==> src/verilog/reset_seq_pkg.sv <==
// constants, field layout and carrier types of the reset sequencer;
// assumes a 125 MHz system clock and an APB master with 32-bit data
package reset_seq_pkg;

   // timing
   localparam int unsigned CLK_MHZ     = 125;
   localparam int unsigned BOD_MIN_US  = 2;
   localparam int unsigned BOD_MIN_CYC = (BOD_MIN_US * CLK_MHZ);
   localparam int unsigned CNT_W       = 16;

   // register byte addresses
   localparam logic [7:0] STATUS_OFS = 8'h00;
   localparam logic [7:0] INFO_OFS   = 8'h04;

   // status fields
   localparam int unsigned POR_BIT  = 0;
   localparam int unsigned PIN_BIT  = 1;
   localparam int unsigned BOD_BIT  = 2;
   localparam int unsigned WD_BIT   = 3;
   localparam int unsigned SCAN_BIT = 4;
   localparam int unsigned DIS_BIT  = 7;
   localparam int unsigned NUM_SRC  = 5;
   localparam logic [7:0]  STATUS_RST = 8'h01;

   // brown-out level fuse coding
   localparam logic [2:0] BOD_OFF       = 3'h7;
   localparam logic [2:0] BOD_LOWEST_OK = 3'h3;

   typedef struct packed {
      logic        psel;
      logic        penable;
      logic        pwrite;
      logic [7:0]  paddr;
      logic [31:0] pwdata;
   } apb_req_s;

   typedef struct packed {
      logic        pready;
      logic        pslverr;
      logic [31:0] prdata;
   } apb_rsp_s;

   typedef struct packed {
      logic [CNT_W-1:0]   cnt;
      logic               core_rst;
      logic               start;
      logic               wd_pulse;
      logic               wd_prev;
      logic [NUM_SRC-1:0] src_prev;
      logic [7:0]         status;
      logic               bod_en;
      logic               scan_en;
      apb_rsp_s           rsp;
   } seq_state_s;

   typedef struct packed {
      logic [CNT_W-1:0] cnt;
      logic             hit;
   } filt_state_s;

endpackage

==> src/verilog/bod_pulse_filter.sv <==
// brown-out pulse-width filter: passes the under-voltage level only once
// it has stood longer than MIN_CYC consecutive clocks; assumes a
// synchronous input
`timescale 1ns/100ps
module bod_pulse_filter #(
   parameter int unsigned MIN_CYC = reset_seq_pkg::BOD_MIN_CYC
) (
   // clock and reset
   input  wire logic core_clk_in,
   input  wire logic rst_in,
   // level in and out
   input  wire logic enable_in,
   input  wire logic low_in,
   output logic      hit_out
);
   localparam int unsigned W = reset_seq_pkg::CNT_W;
   // a dip of exactly MIN_CYC clocks is not longer than the minimum
   localparam logic [W-1:0] LAST = W'(MIN_CYC);

   reset_seq_pkg::filt_state_s st_r;
   reset_seq_pkg::filt_state_s st_nxt;

   always_comb begin
      st_nxt = st_r;
      if (!(enable_in && low_in)) begin
         st_nxt.cnt = '0;
         st_nxt.hit = 1'b0;
      end else if (st_r.cnt >= LAST) begin
         st_nxt.hit = 1'b1;
      end else begin
         st_nxt.cnt = st_r.cnt + 1'b1;
      end
   end

   always_ff @(posedge core_clk_in or posedge rst_in) begin
      if (rst_in) begin
         st_r <= '0;
      end else begin
         st_r <= st_nxt;
      end
   end

   assign hit_out = st_r.hit;

endmodule

==> src/verilog/reset_source_sequencer.sv <==
// reset sequencer: combines five reset sources, stretches internal reset
// by a fuse-selected delay and records the cause in a status register;
// assumes detector outputs synchronous to core_clk_in and an APB master
`timescale 1ns/100ps
module reset_source_sequencer #(
   parameter int unsigned DELAY_BASE_CYC = 1024,
   parameter int unsigned BOD_MIN_CYC    = reset_seq_pkg::BOD_MIN_CYC
) (
   // clock and reset
   input  wire logic                  core_clk_in,
   input  wire logic                  rst_in,
   // reset sources
   input  wire logic                  por_in,
   input  wire logic                  rst_pin_n_in,
   input  wire logic                  wdt_timeout_in,
   input  wire logic                  bod_low_in,
   input  wire logic                  scan_reset_in,
   // configuration fuses
   input  wire logic [2:0]            brownout_level_fuses_in,
   input  wire logic [1:0]            clock_select_fuses_in,
   input  wire logic                  scan_fuse_in,
   // register bus
   input  wire reset_seq_pkg::apb_req_s apb_req_in,
   output reset_seq_pkg::apb_rsp_s    apb_rsp_out,
   // reset and control outputs
   output logic                       int_rst_out,
   output logic                       core_start_out,
   output logic                       bod_enable_out,
   output logic                       scan_if_enable_out
);
   localparam int unsigned W = reset_seq_pkg::CNT_W;
   localparam int unsigned N = reset_seq_pkg::NUM_SRC;

   reset_seq_pkg::seq_state_s st_r;
   reset_seq_pkg::seq_state_s st_nxt;

   logic          int_rst_r;
   logic          bod_hit;
   logic          bod_en_now;
   logic          hard_src;
   logic [N-1:0]  src;
   logic [N-1:0]  rise;
   logic          any_src;
   logic [W-1:0]  delay_load;
   logic          setup;
   logic          access;
   logic          mapped;

   assign bod_en_now = (brownout_level_fuses_in != reset_seq_pkg::BOD_OFF)
                    && (brownout_level_fuses_in >=
                        reset_seq_pkg::BOD_LOWEST_OK);

   bod_pulse_filter #(
      .MIN_CYC (BOD_MIN_CYC)
   ) u_bod_filter (
      .core_clk_in (core_clk_in),
      .rst_in      (rst_in),
      .enable_in   (bod_en_now),
      .low_in      (bod_low_in),
      .hit_out     (bod_hit)
   );

   assign src = {scan_reset_in, st_r.wd_pulse, bod_hit,
                 ~rst_pin_n_in, por_in};
   assign rise = src & ~st_r.src_prev;
   assign any_src = |src;

   assign delay_load = W'(DELAY_BASE_CYC) << clock_select_fuses_in;

   assign setup  = apb_req_in.psel && !apb_req_in.penable;
   assign access = apb_req_in.psel && apb_req_in.penable
                && st_r.rsp.pready;
   assign mapped = (apb_req_in.paddr == reset_seq_pkg::STATUS_OFS)
                || (apb_req_in.paddr == reset_seq_pkg::INFO_OFS);

   always_comb begin
      st_nxt = st_r;

      st_nxt.wd_prev  = wdt_timeout_in;
      st_nxt.wd_pulse = wdt_timeout_in && !st_r.wd_prev;
      st_nxt.src_prev = src;

      // delay reloads while any source stands
      if (any_src) begin
         st_nxt.cnt = delay_load;
      end else if (st_r.cnt != '0) begin
         st_nxt.cnt = st_r.cnt - 1'b1;
      end

      st_nxt.core_rst = any_src || (st_r.cnt != '0);
      st_nxt.start = st_r.core_rst && !st_nxt.core_rst;

      // zero write clears a flag; ones leave it
      if (access && apb_req_in.pwrite
          && apb_req_in.paddr == reset_seq_pkg::STATUS_OFS) begin
         st_nxt.status[4:0] = st_r.status[4:0] & apb_req_in.pwdata[4:0];
         st_nxt.status[7:5] = apb_req_in.pwdata[7:5];
      end
      if (por_in) begin
         st_nxt.status[4:1] = 4'h0;
      end
      st_nxt.status[4:0] = st_nxt.status[4:0] | rise;
      if (por_in) begin
         st_nxt.status[reset_seq_pkg::POR_BIT] = 1'b1;
      end

      st_nxt.bod_en = bod_en_now;
      st_nxt.scan_en = scan_fuse_in
                    && !st_r.status[reset_seq_pkg::DIS_BIT];

      // apb: ready in the first access cycle
      st_nxt.rsp.pready  = setup;
      st_nxt.rsp.pslverr = setup && !mapped;
      st_nxt.rsp.prdata  = '0;
      if (setup && !apb_req_in.pwrite) begin
         if (apb_req_in.paddr == reset_seq_pkg::STATUS_OFS) begin
            st_nxt.rsp.prdata = {24'h0, st_r.status};
         end else if (apb_req_in.paddr == reset_seq_pkg::INFO_OFS) begin
            st_nxt.rsp.prdata = {8'h0, st_r.core_rst, st_r.bod_en,
                                 1'b0, src, st_r.cnt};
         end
      end
   end

   always_ff @(posedge core_clk_in or posedge rst_in) begin
      if (rst_in) begin
         st_r          <= '0;
         st_r.core_rst <= 1'b1;
         st_r.status   <= reset_seq_pkg::STATUS_RST;
      end else begin
         st_r <= st_nxt;
      end
   end

   assign hard_src = rst_in | por_in | ~rst_pin_n_in | scan_reset_in;

   always_ff @(posedge core_clk_in or posedge hard_src) begin
      if (hard_src) begin
         int_rst_r <= 1'b1;
      end else begin
         int_rst_r <= st_nxt.core_rst;
      end
   end

   assign int_rst_out        = int_rst_r;
   assign core_start_out     = st_r.start;
   assign bod_enable_out     = st_r.bod_en;
   assign scan_if_enable_out = st_r.scan_en;
   assign apb_rsp_out        = st_r.rsp;
endmodule
==> config.mk <==
export PLATFORM = sky130hd
export DESIGN_NAME = reset_source_sequencer
export DESIGN_NICKNAME = d
export VERILOG_FILES = /design/src/verilog/reset_seq_pkg.sv /design/src/verilog/bod_pulse_filter.sv /design/src/verilog/reset_source_sequencer.sv
export SDC_FILE = /design/constraint.sdc
export NUM_CORES = 1
export LEC_CHECK = 0
export ABC_CLOCK_PERIOD_IN_PS = 2500
export BUFFER_PORTS_ARGS = -buffer_cell sky130_fd_sc_hd__clkbuf_2
export CELL_PAD_IN_SITES_DETAIL_PLACEMENT = 0
export CELL_PAD_IN_SITES_GLOBAL_PLACEMENT = 1
export CORE_MARGIN = 1.5
export CORE_UTILIZATION = 40
export DETAILED_ROUTE_END_ITERATION = 6
export GPL_ROUTABILITY_DRIVEN = 0
export GPL_TIMING_DRIVEN = 0
export PLACE_DENSITY = 0.77
export SETUP_SLACK_MARGIN = 0.5
export SLEW_MARGIN = 20
export SYNTH_ARGS = -nofsm -noshare
export SYNTH_HDL_FRONTEND = slang
export SYNTH_HIERARCHICAL = 1
export SYNTH_SLANG_ARGS = --single-unit
==> constraint.sdc <==
create_clock -name core_clk_in -period 2.5 [get_ports core_clk_in]
set_clock_uncertainty 0.15 [all_clocks]
set_input_delay 0.125 -clock core_clk_in [delete_from_list [all_inputs] [get_ports core_clk_in]]
set_output_delay 0.125 -clock core_clk_in [all_outputs]
set_load 0.02 [all_outputs]
==> flow_metrics.env <==
export IMPL_avgViaCountPerCell=4.82
export IMPL_synth_ff_type="dfrtp_1"
export IMPL_dpl_hpwl_mm=4.70
export IMPL_synth_compound_gate_area_share_pct=9.72
export IMPL_path_class="register to register"
export IMPL_hold_violations=0
export IMPL_synth_top_cell_area_share_pct=52.3
export IMPL_power_density_nw_per_um2=545
export IMPL_startpoint_type="register"
export IMPL_cts_sinks=77
export IMPL_critPathCaptureType="register"
export IMPL_drt_iter0_drc=96
export IMPL_worst_slew_pin_slew_ns=0.824
export IMPL_crit_chain="or3_4 > a2111oi_4 > or4b_4 > mux2i_1"
export IMPL_crit_path_top_delay_cell="or4b_4"
export IMPL_antenna_found_initial=0
export IMPL_crit_required_ns=2.58
export IMPL_setup_violations=0
export IMPL_tritoncts="yes"
export IMPL_synth_area_sq_um=3540
export IMPL_track_usage_pct=15.9
export IMPL_area_growth_pct=34.5
export IMPL_dp_slack_ns=0.195
export IMPL_synthMuxAreaShare_pct=1.80
export IMPL_diodes=0
export IMPL_finish_utilization_pct=55.1
export IMPL_status="finished clean"
export IMPL_htree_levels=3
export IMPL_critPathMaxStageDelay_ns=0.51
export IMPL_cts_made_buffers=9
export IMPL_synth_edf_count=0
export IMPL_start_util_pct=41.0
export IMPL_critPathMaxFanout=6
export IMPL_wirelength_mm=7.30
export IMPL_rsz0062_at_grt="yes"
export IMPL_cts_buffer_depth=2
export IMPL_synth_top_cells_by_count="dfrtp_1 (74), buf_4 (34), nor2_1 (18)"
export IMPL_synth_adder_area_share_pct=1.06
export IMPL_final_layout_size_suffix_gt1_share_pct=38.7
export IMPL_finalSetupTns_ns=0
export IMPL_post_route_cell_area_sq_um=4760
export IMPL_design_die_area_sq_um=9420
export IMPL_ys_seq_area_share_pct=54.5
export IMPL_grt_pass1_wl_mm=12.1
export IMPL_arrival_ns=2.10
export IMPL_avgSynthCellArea_sq_um=11.0
export IMPL_yosysMostFrequentCell="dfrtp_1"
export IMPL_final_nets=511
export IMPL_synth_simple_area_share_pct=22.4
export IMPL_fin_cells=565
export IMPL_grt_pass1_vias=2599
export IMPL_ys_types=50
export IMPL_synth_cells=322
export IMPL_maxCapViolCount=0
export IMPL_cpLargestDelayFamily="simple AND/OR/NAND/NOR gates"
export IMPL_cp_num_buf_inv=0
export IMPL_die_x_um=97.1
export IMPL_ant_nets=0
export IMPL_ys_ff_latch=77
export IMPL_yosys_area_top_type="dfrtp_1"
export IMPL_place_area_sq_um=4040
export IMPL_drc=0
export IMPL_peakVddDrop_mv=0.221
export IMPL_rows=34
export IMPL_synthArstFlopShare_pct=100
export IMPL_clk_latency_ns=0.34
export IMPL_dr_total_vias=2726
export IMPL_maxSlewViolCount=0
export IMPL_dpl_cell_count=499
export IMPL_synth_top_family_by_area="simple AND/OR/NAND/NOR gates"
export IMPL_synth_warnings=6
export IMPL_clkTransAtPathRegs_ns=0.08
export IMPL_fin_crit_ns=2.02
export IMPL_root_buffer="clkbuf_8"
export IMPL_core_area_sq_um=8640
export IMPL_p_leak_nw=2.41
export IMPL_finalCritPeriodShare_pct=80.7
export IMPL_synth_area_top_cells="dfrtp_1 (52%), buf_4 (7.2%), and2_1 (2.7%), or3_1 (2.5%), o21ai_0 (2.4%)"
export IMPL_grt_max_degree=32
export IMPL_hp_class="input pin to register"
export IMPL_slew_headroom_pct=44.6
export IMPL_dieHeight_um=97.1
export IMPL_grt_overflow_total=0
export IMPL_numPortBuffers=60
export IMPL_wl_per_cell_um=12.9
export IMPL_dr_pass1_iters=4
export IMPL_synth_xor_area_share_pct=0.990
export IMPL_pin_count=94
export IMPL_fin_ws_ns=0.482
export IMPL_max_freq_mhz=496
-- area by class of cell --
| type | instances | area [sq um] |
|---|---|---|
| fillers | 789 | 3870 |
| flip-flops and latches | 77 | 1940 |
| multi-input cells | 199 | 1410 |
| repair buffers | 111 | 758 |
| plain buffers | 39 | 279 |
| clock buffers | 12 | 155 |
| well taps | 108 | 135 |
| inverters | 15 | 58.8 |
| clock inverters | 4 | 31.3 |
-- worst paths after layout --
path	startpoint	slack, ns	end	depth (start not counted)
worst max-delay path	st_r[60]$_DFFE_PP0P_	0.48	st_r[68]$_DFFE_PP0P_	4
worst min-delay path	por_in	0.01	st_r[38]$_DFF_PP0_	4
worst max register to register	st_r[60]$_DFFE_PP0P_	0.48	st_r[68]$_DFFE_PP0P_	4
worst min register to register	st_r[49]$_DFF_PP0_	0.25	src[3]$_DFF_PP0_	1
max in group asynchronous	rst_in	1.44	st_r[36]$_DFF_PP1_	4
min in group asynchronous	rst_in	0.20	st_r[65]$_DFFE_PP0P_	3
-- placed cells by master, fill, tap and decap left out, types with 7 or more instances in the layout --
| cell | netlist | routed |
|---|---|---|
| a21oi_1 | 14 | 11 |
| a22o_1 | 8 | 8 |
| and2_1 | 15 | 15 |
| and3_1 | 9 | 9 |
| buf_4 | 34 | 60 |
| clkbuf_2 | 0 | 60 |
| clkbuf_8 | 0 | 11 |
| conb_1 | 1 | 9 |
| dfrtp_1 | 74 | 68 |
| dlygate4sd3_1 | 0 | 25 |
| inv_1 | 15 | 12 |
| nand2_1 | 15 | 14 |
| nand4_1 | 7 | 7 |
| nor2_1 | 18 | 18 |
| o21ai_0 | 17 | 17 |
| or3_1 | 14 | 13 |
-- logic make-up (layout without fill, tap and decap cells) --
kind of cell	count (synthesis)	after routing
simple gates	125	125
flops	77	77
buf+inv	54	181
compound gates	52	52
mux	6	6
xor+xnor	4	4
fa+ha+maj	3	3
other cells	1	9
-- per-stage QoR --
step	total power (W)	hold WS [ns]
after CTS	0.00257	0.00471
after global placement	0.00161	0.0536
after floorplan	0.00153	-0.0989
after global routing	0.00272	0.0704
final	0.00260	0.0101
after detailed placement	0.00163	0.0274
-- metal layers --
layer | global-route usage, % | up-vias | part of all wire [%]
li1 | - | 1357 | -
met5 | 0 | - | 0
met3 | 2.81 | 12 | 3.4
met2 | 25.8 | 60 | 49
met4 | 7.36 | 0 | 1.7
met1 | 20.8 | 1297 | 46
-- timing repair --
item                                    4_1_cts  5_1_grt
endpoints found under the setup margin       17       27
setup buffers                                 9       16
endpoints found under the hold margin       106        0
hold buffers                                 25        0
pin swaps                                     2        8
resized for setup                            13       13
-- sequential cells by signal (all words and copies together) (netlist names) --
register / count
u_bod_filter/st_r: 16
st_r: 30
bod_enable_out: 1
int_rst_out: 1
u_bod_filter/hit_out: 1
scan_if_enable_out: 1
core_start_out: 1
apb_rsp_out: 25
src: 1
-- where the power goes --
part	total, W	switching (W)	internal (W)	leakage [nW]
logic	0.000410	0.000207	0.000204	1.30
registers	0.00131	0.0000303	0.00128	1.03
clock network	0.000881	0.000462	0.000419	0.0852
-- worst reg2reg max path, cell delays in order (launching register included) --
cell and delay, ns:
dfrtp_2 0.44, or3_4 0.39, a2111oi_4 0.29, or4b_4 0.51, mux2i_1 0.13
(Power assumes the default switching activity.)
